==> config.mk <==
export PLATFORM = sky130hd
export DESIGN_NAME = radio_serial_command_port
export DESIGN_NICKNAME = d
export VERILOG_FILES = /design/src/radio_cmd_pkg.sv /design/src/cfg_store.sv /design/src/radio_serial_command_port.sv
export SDC_FILE = /design/constraint.sdc
export NUM_CORES = 1
export LEC_CHECK = 0
export ABC_AREA = 1
export BUFFER_PORTS_ARGS = -buffer_cell sky130_fd_sc_hd__clkbuf_2
export CAP_MARGIN = 20
export CORE_MARGIN = 2
export CORE_UTILIZATION = 60
export CTS_CLUSTER_DIAMETER = 80
export DETAILED_ROUTE_END_ITERATION = 10
export GPL_TIMING_DRIVEN = 0
export PLACE_DENSITY = 0.82
export SYNTH_ARGS = -nofsm -noshare
export SYNTH_HDL_FRONTEND = slang
export SYNTH_HIERARCHICAL = 1
export SYNTH_SLANG_ARGS = --single-unit
==> constraint.sdc <==
create_clock -name CLK_IN -period 1.6 [get_ports CLK_IN]
set_input_delay 0.16 -clock CLK_IN [delete_from_list [all_inputs] [get_ports CLK_IN]]
set_output_delay 0.16 -clock CLK_IN [all_outputs]
set_load 0.1 [all_outputs]
==> src/radio_cmd_pkg.sv <==
// Constants, types and helpers shared by the radio serial command port
`default_nettype none
package radio_cmd_pkg;

  // ==========================================================
  // Command word layout
  localparam int CMD_BITS = 16;
  localparam int CNT_W = 5;
  localparam logic [CNT_W-1:0] CNT_ZERO = 5'h00;
  localparam logic [CNT_W-1:0] CNT_LAST = 5'h0f;
  localparam logic [CNT_W-1:0] CNT_ONE = 5'h01;
  localparam int TYPE_BIT = 15;
  localparam logic STATUS_READ_CODE = 1'b0;
  localparam int IDX_MSB = 14;
  localparam int IDX_LSB = 11;
  localparam int IDX_W = 4;
  localparam int DATA_W = 11;
  localparam int NUM_CFG = 16;

  // ==========================================================
  // Status word layout
  localparam int STICKY_W = 5;
  localparam int EVENT_W = 4;
  localparam int LIVE_W = 11;
  localparam int LOW_SUPPLY_BIT = 10;
  localparam logic [STICKY_W-1:0] STICKY_RESET = 5'h08;
  localparam logic [STICKY_W-1:0] STICKY_NONE = 5'h00;
  localparam logic [CMD_BITS-1:0] WORD_ZERO = 16'h0000;
  localparam logic [NUM_CFG-1:0][DATA_W-1:0] CFG_DEFAULTS = '0;

  typedef enum logic [1:0] {
    ST_IDLE,
    ST_SHIFT,
    ST_WAIT
  } link_state_type;

  function automatic logic [IDX_W-1:0] cmd_index(input logic [CMD_BITS-1:0] w);
    cmd_index = w[IDX_MSB:IDX_LSB];
  endfunction

  function automatic logic [DATA_W-1:0] cmd_data(input logic [CMD_BITS-1:0] w);
    cmd_data = w[DATA_W-1:0];
  endfunction

  // Sticky flags map to status bits 15..11, live levels to 10..0
  function automatic logic [CMD_BITS-1:0] status_word(input logic [STICKY_W-1:0] s,
                                                      input logic [LIVE_W-1:0] l);
    status_word = {s, l};
  endfunction

endpackage
`default_nettype wire

==> src/cfg_store.sv <==
// Configuration word store with registered read port
`default_nettype none
module cfg_store
  import radio_cmd_pkg::*;
(
  input wire logic clk_in, // Core clock
  input wire logic rst_in, // Sync reset, active high
  input wire logic wr_en_in, // One-cycle write strobe
  input wire logic [IDX_W-1:0] wr_idx_in, // Word written
  input wire logic [DATA_W-1:0] wr_data_in, // Write data
  input wire logic [IDX_W-1:0] rd_idx_in, // Word read
  output logic [DATA_W-1:0] rd_data_out // Registered read data
);

  typedef struct packed {
    logic [NUM_CFG-1:0][DATA_W-1:0] words;
    logic [DATA_W-1:0] rdata;
  } store_type;

  store_type st_ff;
  store_type nxt_st;

  // ==========================================================
  // Only the addressed word changes; sleep never clears the store
  always_comb begin
    nxt_st = st_ff;
    if (wr_en_in) begin
      nxt_st.words[wr_idx_in] = wr_data_in;
    end
    nxt_st.rdata = st_ff.words[rd_idx_in];
  end

  always_ff @(posedge clk_in) begin
    if (rst_in) begin
      st_ff.words <= CFG_DEFAULTS;
      st_ff.rdata <= CFG_DEFAULTS[0];
    end else begin
      st_ff <= nxt_st;
    end
  end

  assign rd_data_out = st_ff.rdata;

endmodule
`default_nettype wire

==> src/radio_serial_command_port.sv <==
// Serial command port: slave link, command decode, status word and interrupt
`default_nettype none
module radio_serial_command_port
  import radio_cmd_pkg::*;
(
  input wire logic CLK_IN, // Core clock, 100 MHz
  input wire logic RST_IN, // Sync reset, active high
  input wire logic SCK_IN, // Link clock from host
  input wire logic SEL_N_IN, // Chip select, active low
  input wire logic SDI_IN, // Serial data from host
  output logic SDO_OUT, // Serial data to host
  output logic SDO_OE_N_OUT, // Output enable, low = driving
  output logic IRQ_N_OUT, // Interrupt request, active low
  input wire logic SLEEP_IN, // Sleep mode level from core
  input wire logic [EVENT_W-1:0] EVENT_IN, // Event pulses: fifo, overflow, wake, ext
  input wire logic [LIVE_W-1:0] LIVE_STATUS_IN, // Live status levels
  input wire logic [radio_cmd_pkg::IDX_W-1:0] CFG_RD_IDX_IN, // Config word to view
  output logic [radio_cmd_pkg::DATA_W-1:0] CFG_RD_DATA_OUT, // Config word value
  output logic CFG_WR_OUT // Pulse after a config write
);
  import radio_cmd_pkg::*;

  // ==========================================================
  // State
  typedef struct packed {
    logic sck_s1;
    logic sck_s2;
    logic sck_s3;
    logic sel_s1;
    logic sel_s2;
    logic sdi_s1;
    logic sdi_s2;
    link_state_type state;
    logic [CNT_W-1:0] cnt;
    logic [CMD_BITS-1:0] shift_in;
    logic [CMD_BITS-1:0] shift_out;
    logic is_status;
    logic sdo;
    logic oe_n;
    logic [STICKY_W-1:0] sticky;
    logic irq_n;
    logic wr_en;
    logic [IDX_W-1:0] wr_idx;
    logic [DATA_W-1:0] wr_data;
  } port_type;

  port_type st_ff;
  port_type nxt_st;

  logic sck_rise;
  logic sck_fall;
  logic deselected;
  logic read_start;
  logic [STICKY_W-1:0] ev_bits;
  logic [CMD_BITS-1:0] word_now;

  // The host owns clock and select; both pass two flops first
  assign sck_rise = st_ff.sck_s2 & ~st_ff.sck_s3;
  assign sck_fall = ~st_ff.sck_s2 & st_ff.sck_s3;
  assign deselected = st_ff.sel_s2;
  assign read_start = sck_rise & ~deselected & (st_ff.state == ST_IDLE)
                      & (st_ff.sdi_s2 == STATUS_READ_CODE);
  assign ev_bits = {EVENT_IN[3], 1'b0, EVENT_IN[2:0]};
  assign word_now = {st_ff.shift_in[CMD_BITS-2:0], st_ff.sdi_s2};

  // ==========================================================
  // Next state
  always_comb begin
    nxt_st = st_ff;
    nxt_st.sck_s1 = SCK_IN;
    nxt_st.sck_s2 = st_ff.sck_s1;
    nxt_st.sck_s3 = st_ff.sck_s2;
    nxt_st.sel_s1 = SEL_N_IN;
    nxt_st.sel_s2 = st_ff.sel_s1;
    nxt_st.sdi_s1 = SDI_IN;
    nxt_st.sdi_s2 = st_ff.sdi_s1;
    nxt_st.wr_en = 1'b0;
    nxt_st.oe_n = 1'b0;

    if (deselected) begin
      // Any partial word is dropped here, never applied
      nxt_st.state = ST_IDLE;
      nxt_st.cnt = CNT_ZERO;
      nxt_st.is_status = 1'b0;
      nxt_st.shift_in = WORD_ZERO;
      nxt_st.shift_out = WORD_ZERO;
      nxt_st.sdo = 1'b0;
    end else begin
      if (sck_rise) begin
        unique case (st_ff.state)
          ST_IDLE: begin
            nxt_st.shift_in = word_now;
            nxt_st.cnt = CNT_ONE;
            nxt_st.state = ST_SHIFT;
            if (st_ff.sdi_s2 == STATUS_READ_CODE) begin
              // Snapshot before clearing so the host sees what fired
              nxt_st.is_status = 1'b1;
              nxt_st.shift_out = status_word(st_ff.sticky, LIVE_STATUS_IN);
            end
          end
          ST_SHIFT: begin
            nxt_st.shift_in = word_now;
            nxt_st.cnt = st_ff.cnt + CNT_ONE;
            if (st_ff.cnt == CNT_LAST) begin
              nxt_st.state = ST_WAIT;
              if (!st_ff.is_status) begin
                // Code selects one of the sixteen write words
                nxt_st.wr_en = 1'b1;
                nxt_st.wr_idx = cmd_index(word_now);
                nxt_st.wr_data = cmd_data(word_now);
              end
            end
          end
          ST_WAIT: begin
            // Clocks past the word are ignored until deselect
            nxt_st.state = ST_WAIT;
          end
        endcase
      end
      if (sck_fall && st_ff.is_status) begin
        nxt_st.sdo = st_ff.shift_out[CMD_BITS-1];
        nxt_st.shift_out = {st_ff.shift_out[CMD_BITS-2:0], 1'b0};
      end
    end

    // A flag set in the clearing cycle survives
    nxt_st.sticky = (read_start ? STICKY_NONE : st_ff.sticky) | ev_bits;
    nxt_st.irq_n = ~((|nxt_st.sticky) | LIVE_STATUS_IN[LOW_SUPPLY_BIT]);
  end

  always_ff @(posedge CLK_IN) begin
    if (RST_IN) begin
      st_ff <= '0;
      st_ff.state <= ST_IDLE;
      st_ff.sel_s1 <= 1'b1;
      st_ff.sel_s2 <= 1'b1;
      st_ff.oe_n <= 1'b1;
      st_ff.sticky <= STICKY_RESET;
      st_ff.irq_n <= 1'b1;
    end else begin
      st_ff <= nxt_st;
    end
  end

  // ==========================================================
  // Configuration store; sleep does not touch it
  cfg_store u_store (
    .clk_in(CLK_IN),
    .rst_in(RST_IN),
    .wr_en_in(st_ff.wr_en),
    .wr_idx_in(st_ff.wr_idx),
    .wr_data_in(st_ff.wr_data),
    .rd_idx_in(CFG_RD_IDX_IN),
    .rd_data_out(CFG_RD_DATA_OUT)
  );

  assign SDO_OUT = st_ff.sdo;
  assign SDO_OE_N_OUT = st_ff.oe_n;
  assign IRQ_N_OUT = st_ff.irq_n;
  assign CFG_WR_OUT = st_ff.wr_en;
endmodule
`default_nettype wire

# Word level (Yosys, flattened, before mapping)
# Cells that the tools add are included.
[word_totals] reg_bits=258 out_inout_bits=15 elab_cells=96
[classes] addsub=1 order_cmp=3 n_eq_ne=5 n_mux=19 bitwise_logic=16 n_reduce_logical=15
[ops] op="bitwise mux 176 bit" n=1
[ops] op="two-way mux 16 bit" n=6
[ops] op="binary-select mux 11 bit (select 4 bit)" n=1
[ops] op="demux 11 bit (select 4 bit)" n=1
[ops] op="case mux 21 bit (2 select lines)" n=1
[ops] op="two-way mux 40 bit" n=1
[ops] op="two-way mux 17 bit" n=2
[ops] op="two-way mux 23 bit" n=1
[ops] op="two-way mux 11 bit" n=2
[ops] op="< comparator 4 x 5 -> 1 bit, second input constant" n=2
[ops] op="OR reduction 5 bit" n=2
[ops] op="NOT 1 bit" n=9
[ops] op="case mux 2 bit (3 select lines)" n=1
[ops] op="AND reduction 3 bit" n=2
[ops] op="nonzero test 2 bit" n=3
[ops] op="adder 5 x 1 -> 5 bit, second input constant" n=1
[ops] op="AND 1 bit" n=5
[ops] op="== test 5 x 4 -> 1 bit, second input constant" n=1
[ops] op="two-way mux 5 bit" n=1
[ops] op="bitwise OR 5 bit" n=1
[ops] op="AND reduction 5 bit" n=1
[ops] op="greater-or-equal comparator 4 x 1 -> 1 bit, second input constant" n=1
[ops] op="AND reduction 2 bit" n=2
[ops] op="OR reduction 3 bit" n=1
[ops] op="other kinds (9)" n=10

# Logic depth before layout (Yosys ltp)
# Gate-level depths: netlist of the first run.
[depth] depth_word=11 mapped_depth=10

# Modules after synthesis
# Netlist of the first run, hierarchy kept.
[by_module_without_submodules] mod="cfg_store" n_inst=1 cells_each=1218 area_per_inst_um2=8683.3
[by_module_without_submodules] mod="radio_serial_command_port" n_inst=1 cells_each=325 area_per_inst_um2=2623.8

# Worst setup path after synthesis of the first run
# Ideal clock, no wire load.
[synth_timing] path_kind="flip-flop to flip-flop" startpoint="register st_ff (netlist bit CFG_WR_OUT)" endpoint="register u_store/st_ff[32] (netlist name)" arrival_time_ns=1.848 required_ns=1.514 path_slack_ns=-0.334 path_stages_with_launch=7 path_buffers=2 synth_period_minus_slack_ns=1.934 path_cell_list="dfxtp_1 buf_4 nand3_1 nor2_1 inv_1 buf_2 a211oi_1"
[synth_rtl] element="start, declared" line="radio_serial_command_port.sv:47" source="port_type st_ff;"
[synth_rtl] element="start signal, assigned" line="radio_serial_command_port.sv:141" source="st_ff <= nxt_st;"
[synth_rtl] element="end signal, assigned" line="cfg_store.sv:38" source="st_ff <= nxt_st;"
[synth_rtl] element="end, declared" line="cfg_store.sv:20" source="store_type st_ff;"

==> results of run 1 <==
-- cell families after synthesis --
logic type | synth area share (%)
compound gates | 16.35
fa+ha+maj | 0.4426
buf+inv | 14.10
flops | 45.32
simple gates | 23.78
-- cells in the mapped netlist, drive strengths merged --
cell / n
inv: 234
nor2: 234
dfxtp: 256
o21ai: 22
a22oi: 3
a211oi: 178
a21oi: 52
ha: 4
nand3: 162
buf: 81
a31oi: 12
o22ai: 1
nand2: 236
clkbuf: 55
nor4: 1
clkinv: 1
nand4: 6
nor3: 3
or2: 2
-- stage by stage --
stage               instances  setup WS, ns  utilization (%)  total power, mW  cell area (sq um)
floorplan                1543      0.001405                -            7.242              11310
global placement         1813       -0.2912            63.41            7.526              11780
detailed placement       1813       -0.3108            63.41            7.533              11780
CTS                      1888     -0.002048            70.19            13.86              13040
global route             1899       -0.1561            71.45            14.24              13280
finish                   1899      -0.05258            71.45            13.87              13280
-- worst reg2reg max path, delay by kind of cell, from the launching register on --
family	cells	cell delay (ns)
and+or+nand+nor	4	0.56
adders and majority gates	2	0.37
DFF	1	0.35
buffers and inverters	2	0.26
AOI/OAI and AO/OA	1	0.05
-- how the worst max path moves through the flow --
| stage | start | endpoint | depth (start not counted) |
|---|---|---|---|
| global placement | st_ff[6] | u_store/st_ff[39] | 4 |
| CTS | st_ff[57] | st_ff[5] | 8 |
| finish | st_ff[58] | st_ff[4] | 9 |
| global route | st_ff[58] | st_ff[10] | 9 |
| floorplan | CFG_WR_OUT | u_store/st_ff[32] | 6 |
| detailed placement | st_ff[6] | u_store/st_ff[127] | 4 |
-- metal layers --
layer	routed length (microns)	track usage [%]	up-vias	share of wire, %
met1	14870	46.48	5139	41
li1	-	-	5177	-
met2	16990	58.15	539	46
met5	0	0	-	0
met4	1788	15.16	0	4.9
met3	2930	5.670	131	8.0
-- final cells by class --
type | count | area (sq um)
Multi-Input combinational cell | 916 | 4770
Tap cell | 234 | 292.8
Sequential cell | 256 | 5136
Clock buffer | 45 | 863.3
Fill cell | 1463 | 5304
Timing Repair Buffer | 72 | 509.2
Clock inverter | 5 | 56.30
Buffer | 136 | 762.0
Inverter | 235 | 887.1
-- sequential cells by signal (all words and copies together), names as in the netlist --
signal	cells
st_ff	60
IRQ_N_OUT	1
SDO_OUT	1
deselected	1
nxt_st	4
SDO_OE_N_OUT	1
CFG_WR_OUT	1
u_store/rd_data_out	11
u_store/st_ff	176
-- power groups by stage --
| stage | Combinational, mW | Clock (mW) | Sequential, mW |
|---|---|---|---|
| after floorplan | 0.653 | 0 | 6.59 |
| after global placement | 0.954 | 0 | 6.57 |
| after detailed placement | 0.959 | 0 | 6.57 |
| after CTS | 1.01 | 6.42 | 6.43 |
| after global routing | 1.12 | 6.69 | 6.43 |
| final | 1.06 | 6.38 | 6.43 |
-- repair_timing --
action                                 in CTS  in global routing
setup buffers                               2                 10
pin swaps                                   1                 17
hold buffers                               20                  0
setup endpoints to repair                 127                 96
gates resized for setup                    42                 62
gates cloned                                3                  1
endpoints found under the hold margin      21                  0
==> parameters.txt, run 1 <==
Parameter                              Value

Timing
  RSZ-0062 raised after global routing ... true
  Worst hold slack ... 0.1183 ns
  Relative slew slack ... between 40% and 50%
  FMAX ... just over 600 MHz
  Share of the cycle needed by the critical path after routing ... 103.3%
  Final setup violating endpoints ... 12
  Final hold violations ... 0
  Fin Clk Skew ... around 0.026 ns
  Transition time at the pin with the least slew margin ... between 0.8 and 0.9 ns
  Final critical path time including I/O delays and setup ... 1.653 ns
  Setup Total Neg Slack ... -0.2640 ns
  Crit path setup slack, layout ... -0.05258 ns
  Pins Over Slew Limit ... 0

Worst setup path
  CP top delay family ... simple AND/OR/NAND/NOR gates
  Worst path bufs/invs ... 2
  Sort of element at the start of the critical path ... register
  Cells along the critical path ... ha_4 > inv_2 > nor3_2 > ha_2 > nand4_4 > buf_6 > nor2_2 > a21oi_2 > nor2_1
  CP peak stage delay ... about 0.35 ns
  Critical R2R Launch ... st_ff[58]
  Crit-path slowest cell ... dfxtp_2
  Setup CP Type ... reg2reg
  Highest net fanout along the worst path ... 7
  Worst Path Arrival ... 2.13 ns
  Count of cells along the worst register-to-register path ... 9
  Worst Path Required ... roughly 2.1 ns
  Worst R2R Setup Slack ... -0.05 ns
  Crit. End Element ... register
  Destination of the worst register-to-register timing path ... st_ff[4]

Detailed routing
  Number of vias in the routed layout ... around 11,000
  DRT Wirelength ... between 30,000 and 40,000 microns
  DRT iter0 DRCs ... roughly 1,000
  First drt pass iteration count ... 6
  Count of unresolved DRC violations after routing ... 0
  Final ANT Viol Nets ... 0
  Via count normalized by instance count ... 5.785
  Final routed wire length divided by cell count ... 19.26 microns

Floorplanning
  Std-Cell Rows ... 50
  Die footprint ... ~0.020 sq mm
  Die outline width ... ~140 microns
  Starting density of the core ... roughly three fifths
  Number of I/O pins ... 40
  Placeable core region ... between 0.015 and 0.02 sq mm
  Floorplan die height ... 141.3 microns

Pwr
  Switching power summed over all nets ... roughly 3.3 mW
  Fraction of power consumed by sequential logic ... 46.4%
  Power share of the combinational group ... under 10%
  Int Power ... 10.53 mW
  Clock share of power ... between 40% and 50%
  Cell Pwr Density ... between 1000 and 1500 mW/mm^2
  Maximum vdd ir drop ... 1.006 mV
  Fraction of power spent switching nets ... 24.12%
  Static Leak ... approximately 5.6 nW

Final layout
  Most frequent standard cell in the layout excluding fill and tap cells ... dfxtp_1
  Final-stage net count ... roughly 1,700
  Area growth syn-to-layout ... 17.42%
  Fraction of final layout cells with drive strength greater than 1 ... 15.56%
  Count of antenna diodes in the layout ... 0
  Most frequent cells in the layout ... dfxtp_1, nand2_1, inv_1, nor2_1, a211oi_1

Synthesis
  Dominant cells by area after synthesis ... dfxtp_1, a211oi_1, nand2_1
  Average footprint of a synthesized cell ... 7.328 sq um
  Cell area after synthesis ... approximately 0.011 sq mm
  Post-synthesis net count ... around 1,600
  Distinct cell type count of the synthesized netlist ... 35
  Count of yosys warnings during synthesis ... 6
  Cell accounting for the most synthesized area ... dfxtp_1
  Syn Inst Count ... around 1,500
  Flip-flop and latch count after synthesis ... between 200 and 300
  Sequential share of the synthesized area ... approximately 45%
  Area fraction of the dominant cell type after synthesis ... between 40% and 50%

Place
  Routability congestion estimate ... about 1.0
  Buffers on Ports ... 36
  Dpl hpwl ... roughly 24,000 microns

Min path
  Min-Delay Path Depth ... 3
  Worst hold start ... RST_IN
  Worst Hold Endpoint ... st_ff[18]
  Class of the tightest hold or removal check ... in2reg

Global route
  Antenna violations before repair ... 0
  Via count of the first global-routing pass ... 10,160
  Global-route usage over all layers ... between 30% and 40%
  Pin count of the biggest net entering global routing ... 14
  First-pass GRT wire length ... ~55,000 microns
  Overall overflow remaining after global route ... 0

Status
  Failing checks ... negative setup slack
  Outcome ... finished with violations

CTS
  Clock-pin slew on the worst setup and hold paths ... roughly 0.060 ns
  CTS Buffer Depth ... 3
  Total clock sinks ... roughly 260
  TritonCTS buffer count ... 27
  Total number of H-tree levels ... 1
  Clock root cell ... clkbuf_16
  Clock tree from TritonCTS ... done
  Clock network latency to the later pin of the worst-skew pair ... between 0.5 and 0.6 ns

Run
  Count of max-cap constraint violations ... 0
Note: power is estimated with default switching activity, not from simulation.
==> inputs of run 2 (changes only) <==
--- a/config.mk
+++ b/config.mk
@@ -9,12 +9,11 @@
 export BUFFER_PORTS_ARGS = -buffer_cell sky130_fd_sc_hd__clkbuf_2
 export CAP_MARGIN = 20
 export CORE_MARGIN = 2
-export CORE_UTILIZATION = 60
+export CORE_UTILIZATION = 45
 export CTS_CLUSTER_DIAMETER = 80
 export DETAILED_ROUTE_END_ITERATION = 10
 export GPL_TIMING_DRIVEN = 0
-export PLACE_DENSITY = 0.82
+export PLACE_DENSITY = 0.65
 export SYNTH_ARGS = -nofsm -noshare
 export SYNTH_HDL_FRONTEND = slang
-export SYNTH_HIERARCHICAL = 1
 export SYNTH_SLANG_ARGS = --single-unit
==> run 2 against run 1 <==
Against the previous run: the flow now finishes without violations; worst hold slack worse by 0.052 ns; clock-buffer cell count is 1 higher; sequential power hardly changed; synthesized cell count is 4.0% lower; global-route usage is 7.8 points lower; sequential share of layout area is 1.3 points higher; critical path type unchanged; highest routed layer unchanged.
==> parameters.txt, run 2 <==
Parameter                              Value

Pwr
  Static Leak ... 5.023 nW
  Final total power ... between 10 and 15 mW
  Cell Pwr Density ... 1101 mW/mm^2
  Maximum vdd ir drop ... 0.7485 mV

Worst setup path
  Crit. End Element ... register
  Worst Path Required ... between 2 and 2.5 ns
  Count of cells along the worst register-to-register path ... 3
  Crit. path cell count ... 3
  Critical R2R Launch ... st_ff[4]
  Critical Path Sink ... u_store.st_ff[103]
  Worst Path Arrival ... approximately 2 ns
  CP top delay family ... flip-flops
  Destination of the worst register-to-register timing path ... u_store.st_ff[103]
  Worst R2R Setup Slack ... around 0.030 ns
  Worst path bufs/invs ... 2
  Crit-path slowest cell ... dfxtp_1
  Sort of element at the start of the critical path ... register
  CP peak stage delay ... 0.75 ns
  Highest net fanout along the worst path ... 10
  Cells along the critical path ... inv_1 > clkbuf_2 > a21oi_1
  Setup CP Type ... reg2reg
  Launch point of the critical path ... st_ff[4]

Synthesis
  Average footprint of a synthesized cell ... roughly 7.3 sq um
  Distinct cell type count of the synthesized netlist ... 36
  Async set-or-reset flop fraction in the synthesized netlist ... 0%
  Post-synth EDFFs ... 0
  Dominant cells by area after synthesis ... dfxtp_1, o21ai_0, a21oi_1
  Syn Inst Count ... 1,481
  Cell area after synthesis ... around 0.011 sq mm
  Flip-flop and latch count after synthesis ... around 260
  Prevailing post-synth register cell ... dfxtp_1
  Cell accounting for the most synthesized area ... dfxtp_1
  Count of yosys warnings during synthesis ... 0
  Most frequently used cell type in the post-synthesis netlist ... dfxtp_1
  Post-synthesis net count ... around 1,500
  Area fraction of the dominant cell type after synthesis ... a little under half
  Sequential share of the synthesized area ... between 40% and 50%
  Most numerous cell types in the synthesized netlist ... dfxtp_1, nand2_1, o21ai_0, a21oi_1, inv_1

Detailed routing
  DRT iter0 DRCs ... between 1,000 and 1,500
  Via count normalized by instance count ... approximately 5.5
  Final routed wire length divided by cell count ... ~19 microns
  Count of unresolved DRC violations after routing ... 0
  First drt pass iteration count ... 6
  DRT Wirelength ... between 30,000 and 40,000 microns
  Final ANT Viol Nets ... 0
  Number of vias in the routed layout ... 10,470

Final layout
  Util after Layout ... 54.48%
  Area growth syn-to-layout ... 18.45%
  Count of antenna diodes in the layout ... 0
  Footprint of the flip-flops and latches ... between 0.005 and 0.006 sq mm
  Fraction of final layout cells with drive strength greater than 1 ... approximately 14%
  Multi-input gate area in the final layout ... around 0.0046 sq mm
  Final-stage net count ... about 1,600
  Register with the most flip-flops ... u_store.st_ff
  Most frequent cells in the layout ... dfxtp_1, nand2_1, a21oi_1, o21ai_0, inv_1
  Filler cell count in the final layout ... 2,295
  Most frequent standard cell in the layout excluding fill and tap cells ... dfxtp_1
  Flip-flop count of the largest register after layout ... around 180

Global route
  Pin count of the biggest net entering global routing ... 14
  Overall overflow remaining after global route ... 0
  Global-route usage over all layers ... between 20% and 30%
  Antenna violations before repair ... 0
  First-pass GRT wire length ... ~54,000 microns
  Via count of the first global-routing pass ... 9,477

Timing
  Transition time at the pin with the least slew margin ... between 0.7 and 0.8 ns
  Relative slew slack ... between 50 and 60%
  Final setup violating endpoints ... 0
  RSZ-0062 raised after global routing ... true
  Pins Over Slew Limit ... 0
  Share of the cycle needed by the critical path after routing ... 98.15%
  Fin Clk Skew ... approximately 0.010 ns
  FMAX ... 636.8 MHz
  Final critical path time including I/O delays and setup ... 1.570 ns
  Final hold violations ... 0

CTS
  Clock network latency to the later pin of the worst-skew pair ... roughly 0.55 ns
  Clock root cell ... clkbuf_16
  Clock-pin slew on the worst setup and hold paths ... roughly 0.060 ns
  TritonCTS buffer count ... 28
  Clock tree from TritonCTS ... done
  CTS Buffer Depth ... 3
  Total number of H-tree levels ... 1
  Total clock sinks ... ~260

Place
  Routability congestion estimate ... about 1
  Buffers on Ports ... 36
  Dpl hpwl ... 24,920 microns

Run
  Count of max-cap constraint violations ... 0

Floorplanning
  Placeable core region ... roughly 0.024 sq mm
  Die outline width ... 159.1 microns
  Std-Cell Rows ... 56
  Die footprint ... about 0.025 sq mm
  Starting density of the core ... 45.99%
  Number of I/O pins ... 40
  Floorplan die height ... 159.1 microns

Min path
  Class of the tightest hold or removal check ... in2reg

Status
  Outcome ... complete, no violations
==> run 2: changes by cell type after synthesis, sizes merged, moves of 41 or more <==
| cell | before | now |
|---|---|---|
| a211oi | 178 | 5 |
| a21oi | 52 | 218 |
| inv | 234 | 169 |
| nand3 | 162 | 121 |
| nor2 | 234 | 79 |
| o21ai | 22 | 227 |
==> run 2: cells by family (layout without fill, tap and decap cells) <==
kind of cell	Yosys count	in the layout	share of synthesized area, %
compound gates	467	467	22.08
simple gates	462	462	18.66
buf+inv	292	404	11.46
flops	256	256	47.33
fa+ha+maj	4	4	0.4622
==> run 2: through the flow <==
step	hold slack (ns)	worst slack (ns)	TNS (ns)	cell area (sq um)	cells
6_report	0.06661	0.02966	0	12830	1912
5_1_grt	0.04675	-0.03554	-0.1398	12830	1912
4_1_cts	0.03406	-0.03542	-0.1478	12670	1910
3_5_place_dp	0.2805	-0.3220	-23.28	11410	1836
3_3_place_gp	0.2770	-0.3170	-19.20	11410	1836
2_1_floorplan	0.1877	0.02252	0	10830	1481
==> run 2: how the worst min path moves through the flow <==
stage | end | slack (ns) | cells past startpoint | from
6_report | u_store.rd_data_out[3] | 0.07 | 3 | CFG_RD_IDX_IN[3]
3_3_place_gp | SDO_OE_N_OUT | 0.28 | 1 | RST_IN
4_1_cts | u_store.rd_data_out[3] | 0.03 | 3 | CFG_RD_IDX_IN[3]
2_1_floorplan | SDO_OE_N_OUT | 0.19 | 0 | RST_IN
3_5_place_dp | SDO_OE_N_OUT | 0.28 | 1 | RST_IN
5_1_grt | u_store.rd_data_out[3] | 0.05 | 3 | CFG_RD_IDX_IN[3]
==> run 2: repair_timing <==
| action | in CTS | in global routing |
|---|---|---|
| gates resized for setup | 39 | 51 |
| hold buffers | 19 | 0 |
| buffers inserted | 4 | 3 |
| setup endpoints to repair | 99 | 92 |
| hold endpoints to repair | 20 | 0 |
| pin swaps | 3 | 6 |
| gates cloned | 1 | 0 |
==> run 2: worst reg2reg max path: stages, from the launching register on <==
cell      delay [ns]
dfxtp_1         0.75
inv_1           0.15
clkbuf_2        0.36
a21oi_1         0.23
==> run 2: layout make-up <==
cell class                 instances  share of cell area, %
tap                              319                  3.112
clock buffer                      46                  6.936
timing repair buffer              63                  3.483
clock inverter                     5                 0.5853
sequential                       256                  40.03
multi-input combinational        933                  35.86
inverter                         178                  5.356
buffer                           112                  4.634
==> run 2: report_power, final <==
part           leakage [nW]  internal (mW)  total, mW  switching (mW)
Combinational          2.48          0.272      0.984           0.712
Clock                 0.478           4.08       6.71            2.63
Sequential             2.07           6.41       6.43          0.0169
Total                  5.02           10.8       14.1            3.36
==> run 2: routing by layer <==
layer	global-route usage [%]	vias up	part of all wire, %
met4	12.56	0	5.0
li1	-	5012	-
met5	0	-	0
met2	42.57	479	44
met3	7.033	105	10
met1	36.28	4874	41
==> inputs of run 3 (changes only) <==
--- a/config.mk
+++ b/config.mk
@@ -12,7 +12,7 @@
 export CORE_UTILIZATION = 45
 export CTS_CLUSTER_DIAMETER = 80
 export DETAILED_ROUTE_END_ITERATION = 10
-export GPL_TIMING_DRIVEN = 0
+export GPL_TIMING_DRIVEN = 1
 export PLACE_DENSITY = 0.65
 export SYNTH_ARGS = -nofsm -noshare
 export SYNTH_HDL_FRONTEND = slang
==> run 3 against run 2 <==
Against the previous run: the flow now finishes with violations (negative setup slack); wire length fell by 22%; core utilization is 0.58 points lower; first-iteration DRC count decreased by 38%; clock power fell by 2%; clock-buffer cell count down 6; clock skew is 0.0042 ns lower; worst hold slack better by 0.057 ns; die area did not move; power decreased by 1.8%; largest power group unchanged; highest routed layer unchanged.
==> parameters.txt, run 3 (synthesized netlist as in run 2, its figures left out) <==
Parameter                              Value

Detailed routing
  Via count normalized by instance count ... 5.153
  Number of vias in the routed layout ... about 9,500
  DRT Wirelength ... approximately 28,000 microns
  DRT iter0 DRCs ... ~750
  Final routed wire length divided by cell count ... 15.31 microns
  First drt pass iteration count ... 5
  Final ANT Viol Nets ... 0
  Count of unresolved DRC violations after routing ... 0

Timing
  Pins Over Slew Limit ... 0
  Transition time at the pin with the least slew margin ... ~0.56 ns
  Final hold violations ... 0
  FMAX ... just over 600 MHz
  Final critical path time including I/O delays and setup ... around 1.6 ns
  RSZ-0062 raised after global routing ... true
  Fin Clk Skew ... approximately 0.0058 ns
  Final setup violating endpoints ... 1
  Relative slew slack ... 62.56%
  Crit path setup slack, layout ... -0.01926 ns
  Share of the cycle needed by the critical path after routing ... 101.2%
  Worst hold slack ... 0.1238 ns

Min path
  Worst Hold Endpoint ... u_store.rd_data_out[9]
  Worst hold start ... CFG_RD_IDX_IN[3]
  Min-Delay Path Depth ... 4
  Class of the tightest hold or removal check ... in2reg

Place
  Buffers on Ports ... 38
  Routability congestion estimate ... between 0.8 and 0.9
  Dpl hpwl ... ~18,000 microns
  Post-place instance area ... around 0.011 sq mm

Worst setup path
  Worst Path Required ... 2.01 ns
  Critical R2R Launch ... st_ff[57]
  Worst R2R Setup Slack ... -0.02 ns
  Sort of element at the start of the critical path ... register
  Destination of the worst register-to-register timing path ... st_ff[7]
  Highest net fanout along the worst path ... 16
  Crit. End Element ... register
  Worst Path Arrival ... about 2.0 ns
  Count of cells along the worst register-to-register path ... 8
  Setup CP Type ... reg2reg

Global route
  First-pass GRT wire length ... ~45,000 microns
  Global-route usage over all layers ... about 22%
  Overall overflow remaining after global route ... 0
  Via count of the first global-routing pass ... 8,617
  Pin count of the biggest net entering global routing ... 77
  Antenna violations before repair ... 0

Floorplanning
  Floorplan die height ... 159.1 microns
  Starting density of the core ... between 40% and 50%
  Number of I/O pins ... 40
  Die footprint ... 0.02532 sq mm
  Die outline width ... ~160 microns
  Std-Cell Rows ... 56
  Placeable core region ... around 0.024 sq mm

Pwr
  Maximum vdd ir drop ... just over 0.7 mV
  Cell Pwr Density ... about 1100 mW/mm^2
  Static Leak ... approximately 5.0 nW
  Final total power ... 13.87 mW

Final layout
  Final Instance Area ... 0.01269 sq mm
  Most frequent standard cell in the layout excluding fill and tap cells ... dfxtp_1
  Final-stage net count ... 1,538
  Count of antenna diodes in the layout ... 0
  Most frequent cells in the layout ... dfxtp_1, nand2_1, a21oi_1, o21ai_0, inv_1
  Register with the most flip-flops ... u_store.st_ff
  Flip-flop count of the largest register after layout ... ~180
  Area growth syn-to-layout ... 17.18%
  Filler cell count in the final layout ... between 2,000 and 2,500
  Fraction of final layout cells with drive strength greater than 1 ... between 10% and 20%

Run
  Count of max-cap constraint violations ... 0

CTS
  Total number of H-tree levels ... 1
  TritonCTS buffer count ... 27
  Total clock sinks ... 256
  CTS Buffer Depth ... 3
  Clock network latency to the later pin of the worst-skew pair ... about 0.53 ns
  Clock root cell ... clkbuf_16
  Clock-pin slew on the worst setup and hold paths ... ~0.060 ns
  Clock tree from TritonCTS ... done

Status
  Outcome ... finished with violations
  Failing checks ... negative setup slack
-- run 3: changes by cell type in the layout (fill, tap and decap cells not counted), moves of 5 or more --
cell      change
o21ai_2       -6
clkbuf_2      -8
buf_6         -5
clkbuf_1     -48
buf_12       +15
nor2_1        +5
clkinv_1      +5
buf_4        +16
o21ai_0       +5
buf_2        -31
-- run 3: worst max path at each step --
| stage | cells past startpoint | slack, ns | start | endpoint |
|---|---|---|---|---|
| 6_report | 8 | -0.02 | st_ff[57] | st_ff[7] |
| 5_1_grt | 8 | -0.09 | st_ff[57] | st_ff[7] |
| 4_1_cts | 8 | -0.008 | st_ff[58] | st_ff[1] |
| 3_5_place_dp | 8 | -0.004 | st_ff[58] | st_ff[5] |
| 3_3_place_gp | 8 | 0.02 | st_ff[57] | st_ff[5] |
| 2_1_floorplan | 6 | 0.02 | CFG_WR_OUT | u_store.st_ff[133] |
-- run 3: critical path, stage by stage, from the launching register on --
cell and delay [ns]:
dfxtp_2 0.35, ha_4 0.14, inv_2 0.04, nor3_2 0.11, ha_2 0.20, nand4_1 0.18, buf_12 0.21, o21ai_0 0.18
a21oi_1 0.07
-- run 3: per-layer routing --
metal  part of all wire [%]  track usage [%]  up-vias
li1                       -                -     4883
met1                     44            27.97     4343
met2                     47            36.52      235
met3                    4.7            2.657       66
met4                    3.7            8.347        0
met5                      0                0        -
-- run 3: where the power goes --
group / internal (mW) / switching [mW] / leakage [nW]
clock network: 4.00 / 2.55 / 0.465
registers: 6.41 / 0.0161 / 2.07
logic: 0.269 / 0.620 / 2.42
total: 10.7 / 3.19 / 4.96
-- run 3: cell type report --
type                            count  area [sq um]  area share, %
Tap cell                          319         399.1          3.146
Inverter                          178         678.2          5.345
Sequential cell                   256          5129          40.42
Timing Repair Buffer              113          1021          8.047
Clock inverter                     10         133.9          1.055
Clock buffer                       40         814.5          6.419
Multi-Input combinational cell    933          4513          35.57
-- run 3: metrics by stage --
step | setup TNS [ns] | setup WS [ns] | cells | utilization, %
after floorplan | 0 | 0.02252 | 1481 | -
after global placement | 0 | 0.02263 | 1775 | 48.55
after detailed placement | -0.006293 | -0.003983 | 1775 | 48.55
after CTS | -0.01558 | -0.008176 | 1845 | 53.43
after global routing | -0.8374 | -0.08609 | 1849 | 53.90
final | -0.01926 | -0.01926 | 1849 | 53.90
-- run 3: what timing repair did --
item / 4_1_cts / 5_1_grt
hold buffers: 20 / 0
gates cloned: 0 / 2
endpoints found under the hold margin: 21 / 0
buffers inserted: 0 / 2
endpoints found under the setup margin: 4 / 18
resized for setup: 1 / 24
